**config.mk**
```make
export PLATFORM = sky130hd
export DESIGN_NAME = mfzc_top
export DESIGN_NICKNAME = d
export VERILOG_FILES = /design/src/mfzc_pkg.sv /design/src/mfzc_avg_if.sv /design/src/mfzc_avg.sv /design/src/mfzc_top.sv
export SDC_FILE = /design/constraint.sdc
export NUM_CORES = 2
export LEC_CHECK = 0
export ABC_AREA = 1
export BUFFER_PORTS_ARGS = -buffer_cell sky130_fd_sc_hd__buf_2
export CAP_MARGIN = 20
export CORE_UTILIZATION = 48
export DETAILED_ROUTE_END_ITERATION = 8
export GPL_TIMING_DRIVEN = 0
export PLACE_DENSITY_LB_ADDON = 0.2
export SYNTH_ARGS = -nofsm -noshare
export SYNTH_HDL_FRONTEND = slang
export SYNTH_SLANG_ARGS = --single-unit
```
**constraint.sdc**
```tcl
create_clock -name SYS_CLK_I -period 4.6 [get_ports SYS_CLK_I]
set_clock_uncertainty 0.1 [all_clocks]
set_input_delay 0.69 -clock SYS_CLK_I [delete_from_list [all_inputs] [get_ports SYS_CLK_I]]
set_output_delay 0.69 -clock SYS_CLK_I [all_outputs]
set_load 0.03 [all_outputs]
```
**src/mfzc_pkg.sv**
```systemverilog
package mfzc_pkg;

    // clock and time figures
    localparam int CLK_PERIOD_NS     = 4;
    localparam int NS_PER_US         = 1000;
    localparam int ZC_PW_SHORT_US    = 32;
    localparam int ZC_PW_LONG_US     = 256;
    localparam int FLT_DLY_STEP_US   = 4;
    localparam int ZC_PW_SHORT_CYC   = ZC_PW_SHORT_US * NS_PER_US / CLK_PERIOD_NS;
    localparam int ZC_PW_LONG_CYC    = ZC_PW_LONG_US * NS_PER_US / CLK_PERIOD_NS;
    localparam int FLT_DLY_STEP_CYC  = FLT_DLY_STEP_US * NS_PER_US / CLK_PERIOD_NS;

    // field limits
    localparam logic [3:0]  FLT_DLY_MAX_STEPS = 4'h8;
    localparam logic [15:0] WIN_MIN_SAMPLES   = 16'h0004;
    localparam logic [2:0]  ZC_HOLDOFF_SMP    = 3'h7;
    localparam logic [11:0] FLT_THR_MIN       = 12'h533;
    localparam logic [11:0] FLT_THR_SPAN      = 12'hACC;
    localparam int          DEL_DEPTH         = 8;
    localparam int          DW                = 16;

    // register byte addresses
    localparam logic [7:0] ADDR_CFG0    = 8'h00;
    localparam logic [7:0] ADDR_CFG1    = 8'h04;
    localparam logic [7:0] ADDR_THR     = 8'h08;
    localparam logic [7:0] ADDR_FLT     = 8'h0C;
    localparam logic [7:0] ADDR_STATUS  = 8'h10;
    localparam logic [7:0] ADDR_AVG1_S1 = 8'h14;
    localparam logic [7:0] ADDR_AVG1_S2 = 8'h18;
    localparam logic [7:0] ADDR_AVG2_S1 = 8'h1C;
    localparam logic [7:0] ADDR_AVG2_S2 = 8'h20;

    // averaging source codes
    localparam logic [1:0] AVG_SRC_VRMS = 2'h0;
    localparam logic [1:0] AVG_SRC_IRMS = 2'h1;
    localparam logic [1:0] AVG_SRC_PACT = 2'h2;
    localparam logic [1:0] AVG_SRC_OFF  = 2'h3;

    // output-zero function codes
    localparam logic [1:0] DIO0_ZC    = 2'h0;
    localparam logic [1:0] DIO0_OV    = 2'h1;
    localparam logic [1:0] DIO0_UV    = 2'h2;
    localparam logic [1:0] DIO0_OV_UV = 2'h3;

    localparam logic       PROTO_TWO_WIRE = 1'b1;

    typedef struct packed {
        logic [7:0] rsvd;
        logic       zc_chan_curr;
        logic       square_en;
        logic       pw_long;
        logic       every_edge;
        logic       edge_rise;
        logic [1:0] dio0_sel;
        logic       proto_sel;
        logic       bypass_n;
        logic [2:0] avg_k2;
        logic [2:0] avg_k1;
        logic [1:0] avg2_sel;
        logic [1:0] avg1_sel;
        logic       del_sel_curr;
        logic [2:0] del_amt;
    } mfzc_cfg0_t;

    typedef struct packed {
        logic [7:0]  rsvd;
        logic [7:0]  vevent;
        logic [15:0] n_samples;
    } mfzc_cfg1_t;

    typedef struct packed {
        logic [15:0] uv_thr;
        logic [15:0] ov_thr;
    } mfzc_thr_t;

    typedef struct packed {
        logic [19:0] rsvd;
        logic [3:0]  flt_dly;
        logic [7:0]  fault_thr;
    } mfzc_flt_t;

    localparam logic [31:0] CFG0_RST = 32'h0000_1B50;
    localparam logic [31:0] CFG1_RST = 32'h0001_0200;
    localparam logic [31:0] THR_RST  = 32'h2000_C000;
    localparam logic [31:0] FLT_RST  = 32'h0000_0080;

endpackage

```
**src/mfzc_avg_if.sv**
```systemverilog
`timescale 1ns/1ns
`default_nettype none
interface mfzc_avg_if;
    logic        in_vld;
    logic [15:0] in_dat;
    logic [2:0]  k1;
    logic [2:0]  k2;
    logic [15:0] st1;
    logic [15:0] st2;
    modport src (output in_vld, in_dat, k1, k2, input st1, st2);
    modport avg (input in_vld, in_dat, k1, k2, output st1, st2);
endinterface
`default_nettype wire

```
**src/mfzc_avg.sv**
```systemverilog
`timescale 1ns/1ns
`default_nettype none
module mfzc_avg
    import mfzc_pkg::*;
(
    // clock and reset
    input  wire logic   clk_i,
    input  wire logic   rst_n_i,
    // averaging path
    mfzc_avg_if.avg     bus
);

    logic [22:0] acc1_r;
    logic [22:0] acc2_r;
    logic [6:0]  cnt1_r;
    logic [6:0]  cnt2_r;
    logic        s1_vld_r;
    logic [15:0] st1_r;
    logic [15:0] st2_r;

    function automatic logic last_of(input logic [6:0] cnt,
                                     input logic [2:0] k);
        logic [7:0] n;
        n = 8'h01 << k;
        return ({1'b0, cnt} == n - 8'h01);
    endfunction

    function automatic logic [15:0] mean(input logic [22:0] acc,
                                         input logic [15:0] d,
                                         input logic [2:0]  k);
        logic [22:0] s;
        s = acc + {7'h00, d};
        return 16'(s >> k);
    endfunction

    // first stage on every routed result
    always_ff @(posedge clk_i or negedge rst_n_i) begin
        if (!rst_n_i) begin
            acc1_r   <= 23'h000000;
            cnt1_r   <= 7'h00;
            st1_r    <= 16'h0000;
            s1_vld_r <= 1'b0;
        end else begin
            s1_vld_r <= 1'b0;
            if (bus.in_vld) begin
                if (last_of(cnt1_r, bus.k1)) begin
                    st1_r    <= mean(acc1_r, bus.in_dat, bus.k1);
                    acc1_r   <= 23'h000000;
                    cnt1_r   <= 7'h00;
                    s1_vld_r <= 1'b1;
                end else begin
                    acc1_r <= acc1_r + {7'h00, bus.in_dat};
                    cnt1_r <= cnt1_r + 7'h01;
                end
            end
        end
    end

    // second stage fed by the first stage output
    always_ff @(posedge clk_i or negedge rst_n_i) begin
        if (!rst_n_i) begin
            acc2_r <= 23'h000000;
            cnt2_r <= 7'h00;
            st2_r  <= 16'h0000;
        end else if (s1_vld_r) begin
            if (last_of(cnt2_r, bus.k2)) begin
                st2_r  <= mean(acc2_r, st1_r, bus.k2);
                acc2_r <= 23'h000000;
                cnt2_r <= 7'h00;
            end else begin
                acc2_r <= acc2_r + {7'h00, st1_r};
                cnt2_r <= cnt2_r + 7'h01;
            end
        end
    end

    assign bus.st1 = st1_r;
    assign bus.st2 = st2_r;

endmodule
`default_nettype wire

```
**src/mfzc_top.sv**
```systemverilog
// Summary of operation
// - selected channel delayed by programmed amount, at most about 5 degrees
// - delay-select bit picks voltage or current channel for the delay
// - two averaging paths; RMS voltage, RMS current or power routable
// - each path is two cascaded averaging stages; both paths share the two stage counts
// - every averaging stage result is readable for each path
// - RMS voltage compared with overvoltage and undervoltage thresholds
// - flag raised only after configured count of consecutive windows
// - overcurrent trip programmable between 0.65 and 2.0 rated range
// - programmable delay up to 32 us before fault is reported
// - window framed by voltage crossings unless bypass bit is set
// - bypass set: fixed window of programmed sample count
// - fixed counts below four are used as four
// - fixed mode: first valid result after twice the window count
// - two-wire protocol select turns two pins into digital outputs
// - digital outputs active low
// - output zero: 0 crossing, 1 over, 2 under, 3 over or under
// - framing only from voltage crossings; either channel reportable
// - edge select: 1 rising crossings, 0 falling crossings
// - every-edge bit pulses on both crossing polarities
// - pulse width 32 us when 0, 256 us when 1
// - square wave toggles per crossing, rising edge on selected edge
// - current crossings reported in pulse mode only
// - rising voltage crossing closes window and opens next one
// - overcurrent uses separate 12-bit 1 MHz current value
//
// Our own choices: the address-and-strobe port and the register offsets.
`timescale 1ns/1ns
`default_nettype none
module mfzc_top
    import mfzc_pkg::*;
#(
    parameter int ZC_PW_SHORT = ZC_PW_SHORT_CYC,
    parameter int ZC_PW_LONG  = ZC_PW_LONG_CYC,
    parameter int FLT_STEP    = FLT_DLY_STEP_CYC
) (
    // clock and reset
    input  wire logic          SYS_CLK_I,
    input  wire logic          RESET_N_I,
    // register port
    input  wire logic [7:0]    REG_ADDR_I,
    input  wire logic [31:0]   REG_WDATA_I,
    input  wire logic          REG_WR_I,
    input  wire logic          REG_RD_I,
    output logic      [31:0]   REG_RDATA_O,
    // 32 kHz sample stream
    input  wire logic          SAMPLE_TICK_I,
    input  wire logic [15:0]   VOLT_SAMPLE_I,
    input  wire logic [15:0]   CURR_SAMPLE_I,
    output logic               SAMPLE_VLD_O,
    output logic      [15:0]   VOLT_DEL_O,
    output logic      [15:0]   CURR_DEL_O,
    // window framing and results
    output logic               WINDOW_END_O,
    output logic               RMS_READY_O,
    input  wire logic          RMS_DONE_I,
    input  wire logic [15:0]   VRMS_I,
    input  wire logic [15:0]   IRMS_I,
    input  wire logic [15:0]   PACT_I,
    // 1 MHz overcurrent path
    input  wire logic          FAST_TICK_I,
    input  wire logic [11:0]   FAST_CURR_I,
    // flags and pins
    output logic               OV_FLAG_O,
    output logic               UV_FLAG_O,
    output logic               FAULT_O,
    output logic               DIO0_N_O,
    output logic               DIO1_N_O
);

    mfzc_cfg0_t  cfg0_r;
    mfzc_cfg1_t  cfg1_r;
    mfzc_thr_t   thr_r;
    mfzc_flt_t   flt_r;
    logic [31:0] rdata_r;

    logic [15:0] dl_r [DEL_DEPTH];
    logic [15:0] dl_in;
    logic [15:0] dl_out;
    logic [15:0] volt_del_r;
    logic [15:0] curr_del_r;
    logic        smp_vld_r;

    logic        v_sign_r;
    logic        c_sign_r;
    logic [2:0]  v_hold_r;
    logic [2:0]  c_hold_r;
    logic [1:0]  v_edge;
    logic [1:0]  c_edge;

    logic [15:0] win_cnt_r;
    logic [15:0] n_eff;
    logic        win_end_r;
    logic [1:0]  win_seen_r;
    logic        bypass_q_r;
    logic        ready_r;

    logic [7:0]  ov_cnt_r;
    logic [7:0]  uv_cnt_r;
    logic        ov_r;
    logic        uv_r;

    logic        over_r;
    logic [15:0] flt_cnt_r;
    logic [15:0] flt_target;
    logic        fault_r;

    logic        zc_report;
    logic [15:0] pw_cnt_r;
    logic        sq_r;
    logic        zc_level;
    logic        dio0_func;
    logic        dio0_n_r;
    logic        dio1_n_r;

    mfzc_avg_if avg1_if ();
    mfzc_avg_if avg2_if ();

    // crossing detector: {rise, fall} gated by time hysteresis
    function automatic logic [1:0] zc_detect(input logic       prev_neg,
                                             input logic       now_neg,
                                             input logic [2:0] hold);
        logic ok;
        ok = (hold == 3'h0);
        return {ok & prev_neg & ~now_neg, ok & ~prev_neg & now_neg};
    endfunction

    function automatic logic [7:0] evt_next(input logic       cond,
                                            input logic [7:0] cnt);
        if (!cond) begin
            return 8'h00;
        end
        return (cnt == 8'hFF) ? cnt : cnt + 8'h01;
    endfunction

    function automatic logic [15:0] route(input logic [1:0]  sel,
                                          input logic [15:0] v, c, p);
        if (sel == AVG_SRC_VRMS) begin
            return v;
        end else if (sel == AVG_SRC_IRMS) begin
            return c;
        end
        return p;
    endfunction

    // register writes
    always_ff @(posedge SYS_CLK_I or negedge RESET_N_I) begin
        if (!RESET_N_I) begin
            cfg0_r <= mfzc_cfg0_t'(CFG0_RST);
            cfg1_r <= mfzc_cfg1_t'(CFG1_RST);
            thr_r  <= mfzc_thr_t'(THR_RST);
            flt_r  <= mfzc_flt_t'(FLT_RST);
        end else if (REG_WR_I) begin
            if (REG_ADDR_I == ADDR_CFG0) begin
                cfg0_r <= mfzc_cfg0_t'(REG_WDATA_I);
            end else if (REG_ADDR_I == ADDR_CFG1) begin
                cfg1_r <= mfzc_cfg1_t'(REG_WDATA_I);
            end else if (REG_ADDR_I == ADDR_THR) begin
                thr_r <= mfzc_thr_t'(REG_WDATA_I);
            end else if (REG_ADDR_I == ADDR_FLT) begin
                flt_r <= mfzc_flt_t'(REG_WDATA_I);
            end
        end
    end

    // register reads, data valid the following cycle only
    always_ff @(posedge SYS_CLK_I or negedge RESET_N_I) begin
        if (!RESET_N_I) begin
            rdata_r <= 32'h0000_0000;
        end else if (!REG_RD_I) begin
            rdata_r <= 32'h0000_0000;
        end else if (REG_ADDR_I == ADDR_CFG0) begin
            rdata_r <= {8'h00, cfg0_r[23:0]};
        end else if (REG_ADDR_I == ADDR_CFG1) begin
            rdata_r <= {8'h00, cfg1_r[23:0]};
        end else if (REG_ADDR_I == ADDR_THR) begin
            rdata_r <= thr_r;
        end else if (REG_ADDR_I == ADDR_FLT) begin
            rdata_r <= {20'h00000, flt_r[11:0]};
        end else if (REG_ADDR_I == ADDR_STATUS) begin
            rdata_r <= {28'h0000000, ready_r, fault_r, uv_r, ov_r};
        end else if (REG_ADDR_I == ADDR_AVG1_S1) begin
            rdata_r <= {16'h0000, avg1_if.st1};
        end else if (REG_ADDR_I == ADDR_AVG1_S2) begin
            rdata_r <= {16'h0000, avg1_if.st2};
        end else if (REG_ADDR_I == ADDR_AVG2_S1) begin
            rdata_r <= {16'h0000, avg2_if.st1};
        end else if (REG_ADDR_I == ADDR_AVG2_S2) begin
            rdata_r <= {16'h0000, avg2_if.st2};
        end else begin
            rdata_r <= 32'h0000_0000;
        end
    end

    // phase delay line, one sample per step
    assign dl_in  = cfg0_r.del_sel_curr ? CURR_SAMPLE_I : VOLT_SAMPLE_I;
    assign dl_out = (cfg0_r.del_amt == 3'h0) ? dl_in
                  : dl_r[cfg0_r.del_amt - 3'h1];

    always_ff @(posedge SYS_CLK_I or negedge RESET_N_I) begin
        if (!RESET_N_I) begin
            for (int i = 0; i < DEL_DEPTH; i++) begin
                dl_r[i] <= 16'h0000;
            end
        end else if (SAMPLE_TICK_I) begin
            dl_r[0] <= dl_in;
            for (int i = 1; i < DEL_DEPTH; i++) begin
                dl_r[i] <= dl_r[i-1];
            end
        end
    end

    always_ff @(posedge SYS_CLK_I or negedge RESET_N_I) begin
        if (!RESET_N_I) begin
            volt_del_r <= 16'h0000;
            curr_del_r <= 16'h0000;
            smp_vld_r  <= 1'b0;
        end else begin
            smp_vld_r <= SAMPLE_TICK_I;
            if (SAMPLE_TICK_I) begin
                volt_del_r <= cfg0_r.del_sel_curr ? VOLT_SAMPLE_I : dl_out;
                curr_del_r <= cfg0_r.del_sel_curr ? dl_out : CURR_SAMPLE_I;
            end
        end
    end

    // crossings with hold-off
    assign v_edge = zc_detect(v_sign_r, volt_del_r[DW-1], v_hold_r);
    assign c_edge = zc_detect(c_sign_r, curr_del_r[DW-1], c_hold_r);

    always_ff @(posedge SYS_CLK_I or negedge RESET_N_I) begin
        if (!RESET_N_I) begin
            v_sign_r <= 1'b0;
            c_sign_r <= 1'b0;
            v_hold_r <= 3'h0;
            c_hold_r <= 3'h0;
        end else if (smp_vld_r) begin
            v_sign_r <= volt_del_r[DW-1];
            c_sign_r <= curr_del_r[DW-1];
            v_hold_r <= (|v_edge) ? ZC_HOLDOFF_SMP
                      : (v_hold_r == 3'h0) ? 3'h0 : v_hold_r - 3'h1;
            c_hold_r <= (|c_edge) ? ZC_HOLDOFF_SMP
                      : (c_hold_r == 3'h0) ? 3'h0 : c_hold_r - 3'h1;
        end
    end

    // window framing
    assign n_eff = (cfg1_r.n_samples < WIN_MIN_SAMPLES) ? WIN_MIN_SAMPLES
                 : cfg1_r.n_samples;

    always_ff @(posedge SYS_CLK_I or negedge RESET_N_I) begin
        if (!RESET_N_I) begin
            win_cnt_r <= 16'h0000;
            win_end_r <= 1'b0;
        end else begin
            win_end_r <= 1'b0;
            if (smp_vld_r) begin
                if (cfg0_r.bypass_n) begin
                    if (win_cnt_r + 16'h0001 >= n_eff) begin
                        win_cnt_r <= 16'h0000;
                        win_end_r <= 1'b1;
                    end else begin
                        win_cnt_r <= win_cnt_r + 16'h0001;
                    end
                end else if (v_edge[1]) begin
                    win_cnt_r <= 16'h0000;
                    win_end_r <= 1'b1;
                end else if (win_cnt_r != 16'hFFFF) begin
                    win_cnt_r <= win_cnt_r + 16'h0001;
                end
            end
        end
    end

    // result readiness; restarted on a framing mode change
    always_ff @(posedge SYS_CLK_I or negedge RESET_N_I) begin
        if (!RESET_N_I) begin
            win_seen_r <= 2'h0;
            bypass_q_r <= 1'b0;
            ready_r    <= 1'b0;
        end else begin
            bypass_q_r <= cfg0_r.bypass_n;
            if (bypass_q_r != cfg0_r.bypass_n) begin
                win_seen_r <= 2'h0;
                ready_r    <= 1'b0;
            end else if (win_end_r && !ready_r) begin
                win_seen_r <= win_seen_r + 2'h1;
                ready_r    <= !cfg0_r.bypass_n
                           || (win_seen_r == 2'h1);
            end
        end
    end

    // voltage limit flags, one evaluation per finished window
    always_ff @(posedge SYS_CLK_I or negedge RESET_N_I) begin
        if (!RESET_N_I) begin
            ov_cnt_r <= 8'h00;
            uv_cnt_r <= 8'h00;
            ov_r     <= 1'b0;
            uv_r     <= 1'b0;
        end else if (RMS_DONE_I) begin
            ov_cnt_r <= evt_next(VRMS_I > thr_r.ov_thr, ov_cnt_r);
            uv_cnt_r <= evt_next(VRMS_I < thr_r.uv_thr, uv_cnt_r);
            ov_r <= (VRMS_I > thr_r.ov_thr)
                 && (evt_next(1'b1, ov_cnt_r) >= cfg1_r.vevent);
            uv_r <= (VRMS_I < thr_r.uv_thr)
                 && (evt_next(1'b1, uv_cnt_r) >= cfg1_r.vevent);
        end
    end

    // overcurrent compare and delay
    assign flt_target = 16'((flt_r.flt_dly > FLT_DLY_MAX_STEPS
                        ? FLT_DLY_MAX_STEPS : flt_r.flt_dly) * FLT_STEP);

    always_ff @(posedge SYS_CLK_I or negedge RESET_N_I) begin
        if (!RESET_N_I) begin
            over_r <= 1'b0;
        end else if (FAST_TICK_I) begin
            over_r <= FAST_CURR_I >= FLT_THR_MIN
                    + 12'(({12'h000, flt_r.fault_thr} * {12'h000, FLT_THR_SPAN})
                    >> 8);
        end
    end

    always_ff @(posedge SYS_CLK_I or negedge RESET_N_I) begin
        if (!RESET_N_I) begin
            flt_cnt_r <= 16'h0000;
            fault_r   <= 1'b0;
        end else if (!over_r) begin
            flt_cnt_r <= 16'h0000;
            fault_r   <= 1'b0;
        end else begin
            if (flt_cnt_r < flt_target) begin
                flt_cnt_r <= flt_cnt_r + 16'h0001;
            end
            fault_r <= (flt_cnt_r >= flt_target);
        end
    end

    // crossing report selection
    always_comb begin
        logic [1:0] e;
        e = cfg0_r.zc_chan_curr ? c_edge : v_edge;
        if (!smp_vld_r) begin
            zc_report = 1'b0;
        end else if (cfg0_r.every_edge) begin
            zc_report = |e;
        end else begin
            zc_report = cfg0_r.edge_rise ? e[1] : e[0];
        end
    end

    always_ff @(posedge SYS_CLK_I or negedge RESET_N_I) begin
        if (!RESET_N_I) begin
            pw_cnt_r <= 16'h0000;
        end else if (zc_report) begin
            pw_cnt_r <= cfg0_r.pw_long ? 16'(ZC_PW_LONG)
                      : 16'(ZC_PW_SHORT);
        end else if (pw_cnt_r != 16'h0000) begin
            pw_cnt_r <= pw_cnt_r - 16'h0001;
        end
    end

    // square wave follows voltage crossings only
    always_ff @(posedge SYS_CLK_I or negedge RESET_N_I) begin
        if (!RESET_N_I) begin
            sq_r <= 1'b0;
        end else if (smp_vld_r && (|v_edge)) begin
            sq_r <= cfg0_r.edge_rise ? v_edge[1] : v_edge[0];
        end
    end

    assign zc_level = (cfg0_r.square_en && !cfg0_r.zc_chan_curr) ? sq_r
                    : (pw_cnt_r != 16'h0000);

    always_comb begin
        if (cfg0_r.dio0_sel == DIO0_ZC) begin
            dio0_func = zc_level;
        end else if (cfg0_r.dio0_sel == DIO0_OV) begin
            dio0_func = ov_r;
        end else if (cfg0_r.dio0_sel == DIO0_UV) begin
            dio0_func = uv_r;
        end else begin
            dio0_func = ov_r | uv_r;
        end
    end

    // pins idle high outside two-wire mode
    always_ff @(posedge SYS_CLK_I or negedge RESET_N_I) begin
        if (!RESET_N_I) begin
            dio0_n_r <= 1'b1;
            dio1_n_r <= 1'b1;
        end else begin
            dio0_n_r <= !((cfg0_r.proto_sel == PROTO_TWO_WIRE)
                      && dio0_func);
            dio1_n_r <= !((cfg0_r.proto_sel == PROTO_TWO_WIRE)
                      && fault_r);
        end
    end

    // averaging paths
    assign avg1_if.in_vld = RMS_DONE_I && (cfg0_r.avg1_sel != AVG_SRC_OFF);
    assign avg1_if.in_dat = route(cfg0_r.avg1_sel, VRMS_I, IRMS_I, PACT_I);
    assign avg1_if.k1     = cfg0_r.avg_k1;
    assign avg1_if.k2     = cfg0_r.avg_k2;
    assign avg2_if.in_vld = RMS_DONE_I && (cfg0_r.avg2_sel != AVG_SRC_OFF);
    assign avg2_if.in_dat = route(cfg0_r.avg2_sel, VRMS_I, IRMS_I, PACT_I);
    assign avg2_if.k1     = cfg0_r.avg_k1;
    assign avg2_if.k2     = cfg0_r.avg_k2;

    mfzc_avg u_avg1 (
        .clk_i   (SYS_CLK_I),
        .rst_n_i (RESET_N_I),
        .bus     (avg1_if.avg)
    );

    mfzc_avg u_avg2 (
        .clk_i   (SYS_CLK_I),
        .rst_n_i (RESET_N_I),
        .bus     (avg2_if.avg)
    );

    assign REG_RDATA_O  = rdata_r;
    assign SAMPLE_VLD_O = smp_vld_r;
    assign VOLT_DEL_O   = volt_del_r;
    assign CURR_DEL_O   = curr_del_r;
    assign WINDOW_END_O = win_end_r;
    assign RMS_READY_O  = ready_r;
    assign OV_FLAG_O    = ov_r;
    assign UV_FLAG_O    = uv_r;
    assign FAULT_O      = fault_r;
    assign DIO0_N_O     = dio0_n_r;
    assign DIO1_N_O     = dio1_n_r;

endmodule
`default_nettype wire

```
==> results by group <==
Status
  • Status: finished, violations left
  • Failing checks: setup timing

Logic synthesis
  • Mapped Cells: ~5500
  • Post-synth EDFFs: 0
  • Syn Area/Cell: between 7 and 8 µm²
  • Synth async-reset ratio: 100%
  • Top FF cell, synth: dfrtp_1
  • Yosys reg bits: 555
  • Post-synthesis sequential area ratio: 36.4%
  • Synth unique cells: 56
  • Syn_nets: between 5000 and 6000
  • Synthesized area: 0.0382 mm²
  • Synth Warn #: 0

Worst setup path
  • CP max stage delay: roughly 0.51 ns
  • Crit path from: flt_r[6]$_DFFE_PN0P_
  • CP Capture Type: flip-flop
  • R2r startpoint: flt_r[6]$_DFFE_PN0P_
  • Crit start category: flip-flop
  • Most frequent CP cell: nand2_1
  • Crit Path Max Fanout: 3
  • CP Data Arrival Time: roughly 5 ns
  • Slowest CP cell: fa_1
  • CP Class: flip-flop to flip-flop
  • CP Data Required Time: 4.99 ns

Timing
  • RSZ-0062 raised after global routing: true
  • Period utilization: 103%
  • WHS: about 0.18 ns
  • Final Hold Fails: 0
  • Least-Margin Pin Slew: ~1.2 ns
  • Final count of pins violating max slew: 0
  • Rel. slew slack: 18.4%
  • Fmax: approximately 0.21 GHz
  • Final worst path period need: approximately 4.7 ns
  • Worst Slack Setup Final: -0.140 ns
  • Final setup viols: 1

Power and ir drop
  • Power Dens Cells: between 500 and 600 mW/mm²
  • Leakage: ~22 nW
  • Total power: roughly 0.022 W
  • Maximum VDD drop: 334 µV

Finish
  • Nets: ~6200
  • Area Growth Syn to Fin: 15.8%
  • Non-Filler Instances: a little under 7000
  • Layout cell share with drive strength beyond 1: about a tenth
  • Register area: ~0.014 mm²
  • Area of the multi-input gates: approximately 0.021 mm²
  • Fillers: roughly 7700

Routing
  • Detailed Routing Iterations Pass 1: 6
  • 1st-iter DRT viols: 3861
  • Via density: ~5.6
  • Remaining design rule violation count: 0
  • WL/cell: ~19 µm
  • DR vias: 38500
  • Routed Antenna Nets: 0
  • WL final: about 130000 µm

Die
  • Core area: between 0.07 and 0.08 mm²
  • Rows: 103
  • Die H: 284 µm
  • Die Footprint: slightly above 0.08 mm²
  • Initial core utilization: between 40% and 50%
  • Io pins: about 210
  • Die W: around 280 µm

GRT
  • Number of global-route vias before repair: approximately 36000
  • Global router's overall resource usage: 31.8%
  • Initial antenna violation count: 12
  • First-pass GRT wire length: a little over 200000 µm
  • Largest net degree at the start of global routing: about 120
  • Gr ovfl total: 0

CTS
  • Clock sink total: approximately 560
  • Clock Latency Late Sink: between 0.6 and 0.7 ns
  • Clock Path Buffers: 3
  • H-tree depth: 3
  • CTS tree: built
  • CTS Buf Count: 70
  • Clock Pin Slew Worst Setup and Hold Paths: about 0.060 ns
  • Root buffer cell: clkbuf_16

Place
  • # port buffers: 209
  • Placed Cells: 6721
  • RD Place Congestion: roughly 1.0
  • Detailed-placement wirelength estimate: between 100000 and 150000 µm

Worst hold path
  • Min-Delay Path Class: input pin to flip-flop
  • Worst hold start: FAST_TICK_I

Job
  • Max_cap viols: 0
==> kinds of logic after synthesis <==
family	share of synthesized area [%]
and+or+nand+nor	27.1
AOI/OAI and AO/OA	15.4
buffers and inverters	9.97
DFF	36.4
adders and majority gates	8.71
xor gates and xnor gates	2.38
other	0.00981
muxes	0.0262
==> path summary, 6_finish.rpt <==
kind | slack [ns] | end | cells past startpoint
setup / recovery | -0.14 | over_r$_DFFE_PN0P_ | 29
setup reg to reg | -0.14 | over_r$_DFFE_PN0P_ | 29
hold reg to reg | 0.38 | u_avg1.bus.st2[11]$_DFFE_PN0P_ | 2
max in group asynchronous | 2.12 | dl_r[89]$_DFFE_PN0P_ | 5
min in group asynchronous | 0.51 | flt_cnt_r[8]$_DFFE_PN0P_ | 2
hold / removal | 0.18 | over_r$_DFFE_PN0P_ | 2
==> layer usage <==
metal  part of all wire (%)  GRT usage, %
met1                     45          46.3
met5                  0.031             0
met2                     42          46.4
met4                    4.3          13.4
met3                    8.3          5.45
==> cell usage in the layout, fill, tap and decap left out, types with 19 or more instances in the layout <==
master,instances
nand3b_1,27
o21ai_1,19
nand4_1,52
o21ai_0,503
xor2_1,53
nor3_1,49
inv_1,771
a21oi_1,372
inv_2,22
clkbuf_16,71
or2_2,22
xnor2_1,47
nor2_1,351
nand3_1,494
nand2_1,1380
buf_1,20
nand2_2,22
fa_1,23
ha_4,19
buf_4,53
clkbuf_1,158
ha_1,205
o22ai_1,48
buf_2,227
o211ai_1,45
dfrtp_1,534
==> state kept, by name, summed over array words and instances (netlist names), 8 cells and up <==
name / flops
REG_RDATA_O: 32
u_avg1.bus.st1: 16
thr_r: 32
CURR_DEL_O: 16
u_avg1.acc1_r: 23
u_avg1.acc2_r: 23
uv_cnt_r: 8
pw_cnt_r: 16
dl_r: 128
u_avg2.bus.st1: 16
ov_cnt_r: 8
u_avg1.bus.st2: 16
u_avg2.acc1_r: 23
flt_r: 12
u_avg2.bus.st2: 16
flt_cnt_r: 16
u_avg2.acc2_r: 23
VOLT_DEL_O: 16
cfg1_r: 24
cfg0_r: 18
win_cnt_r: 16
==> cell usage after synthesis (7+ instances only) <==
cell type  instances  area [µm²]
buf_1             20        75.1
fa_1              25         500
a22o_1            14         123
nor3_1            51         255
a21o_1            12        90.1
o211ai_1          45         338
buf_2             19        95.1
a22oi_1            7        52.6
xor2_1            54         473
o21ai_0          507        2540
o221ai_1          12         105
dfstp_2           14         368
a21oi_1          381        1910
a21boi_0           7        52.6
nand3_1          504        2520
nand4_1           52         325
o22ai_1           48         300
ha_1             226        2830
nor2_1           364        1370
xnor2_1           50         438
a31oi_1           13        81.3
clkbuf_1         147         552
o21ai_1           17        85.1
inv_2             12        45.0
inv_1            782        2940
buf_4              8        60.1
nand2_1         1404        5270
nand3b_1          27         203
dfrtp_1          541       13500
or2_2             22         138
==> critical path, delay by kind of cell, from the launching register on <==
| family | cells | cell delay [ns] |
|---|---|---|
| compound gates | 4 | 0.41 |
| xor+xnor | 1 | 0.06 |
| fa+ha+maj | 7 | 2.20 |
| buf+inv | 7 | 0.58 |
| flops | 1 | 0.45 |
| simple gates | 10 | 0.81 |
==> report_power, final <==
group / switching (W) / internal [W] / leakage (nW)
Combinational: 0.00620 / 0.00319 / 14.3
Sequential: 0.000935 / 0.00592 / 6.96
Clock: 0.00235 / 0.00359 / 1.21
==> what timing repair did <==
| item | in CTS | in global routing |
|---|---|---|
| endpoints found under the setup margin | 10 | 17 |
| resized for setup | 60 | 76 |
| pin swaps | 30 | 57 |
| setup buffers | 30 | 21 |
| gates cloned | 0 | 0 |
| endpoints found under the hold margin | 50 | 0 |
| hold buffers | 1 | 0 |
==> area by class of cell <==
type | instances | area share, %
multi-input cells | 3908 | 47.6
well taps | 1050 | 2.97
clock buffers | 96 | 4.52
plain buffers | 196 | 1.84
inverters | 797 | 6.77
clock inverters | 34 | 1.07
repair buffers | 268 | 3.71
diodes | 7 | 0.0396
flip-flops and latches | 555 | 31.4
==> through the flow <==
step / instance area [µm²] / utilization [%] / setup TNS (ns) / setup slack, ns
floorplan: 38200 / - / 0 / 0.0116
global placement: 40600 / 51.5 / -5042.30 / -9.25
detailed placement: 40700 / 51.6 / -1.60 / -0.565
CTS: 43800 / 55.5 / -0.0699 / -0.0699
global route: 44200 / 56.1 / -0.421 / -0.381
finish: 44200 / 56.1 / -0.140 / -0.140
(Power assumes the default switching activity.)
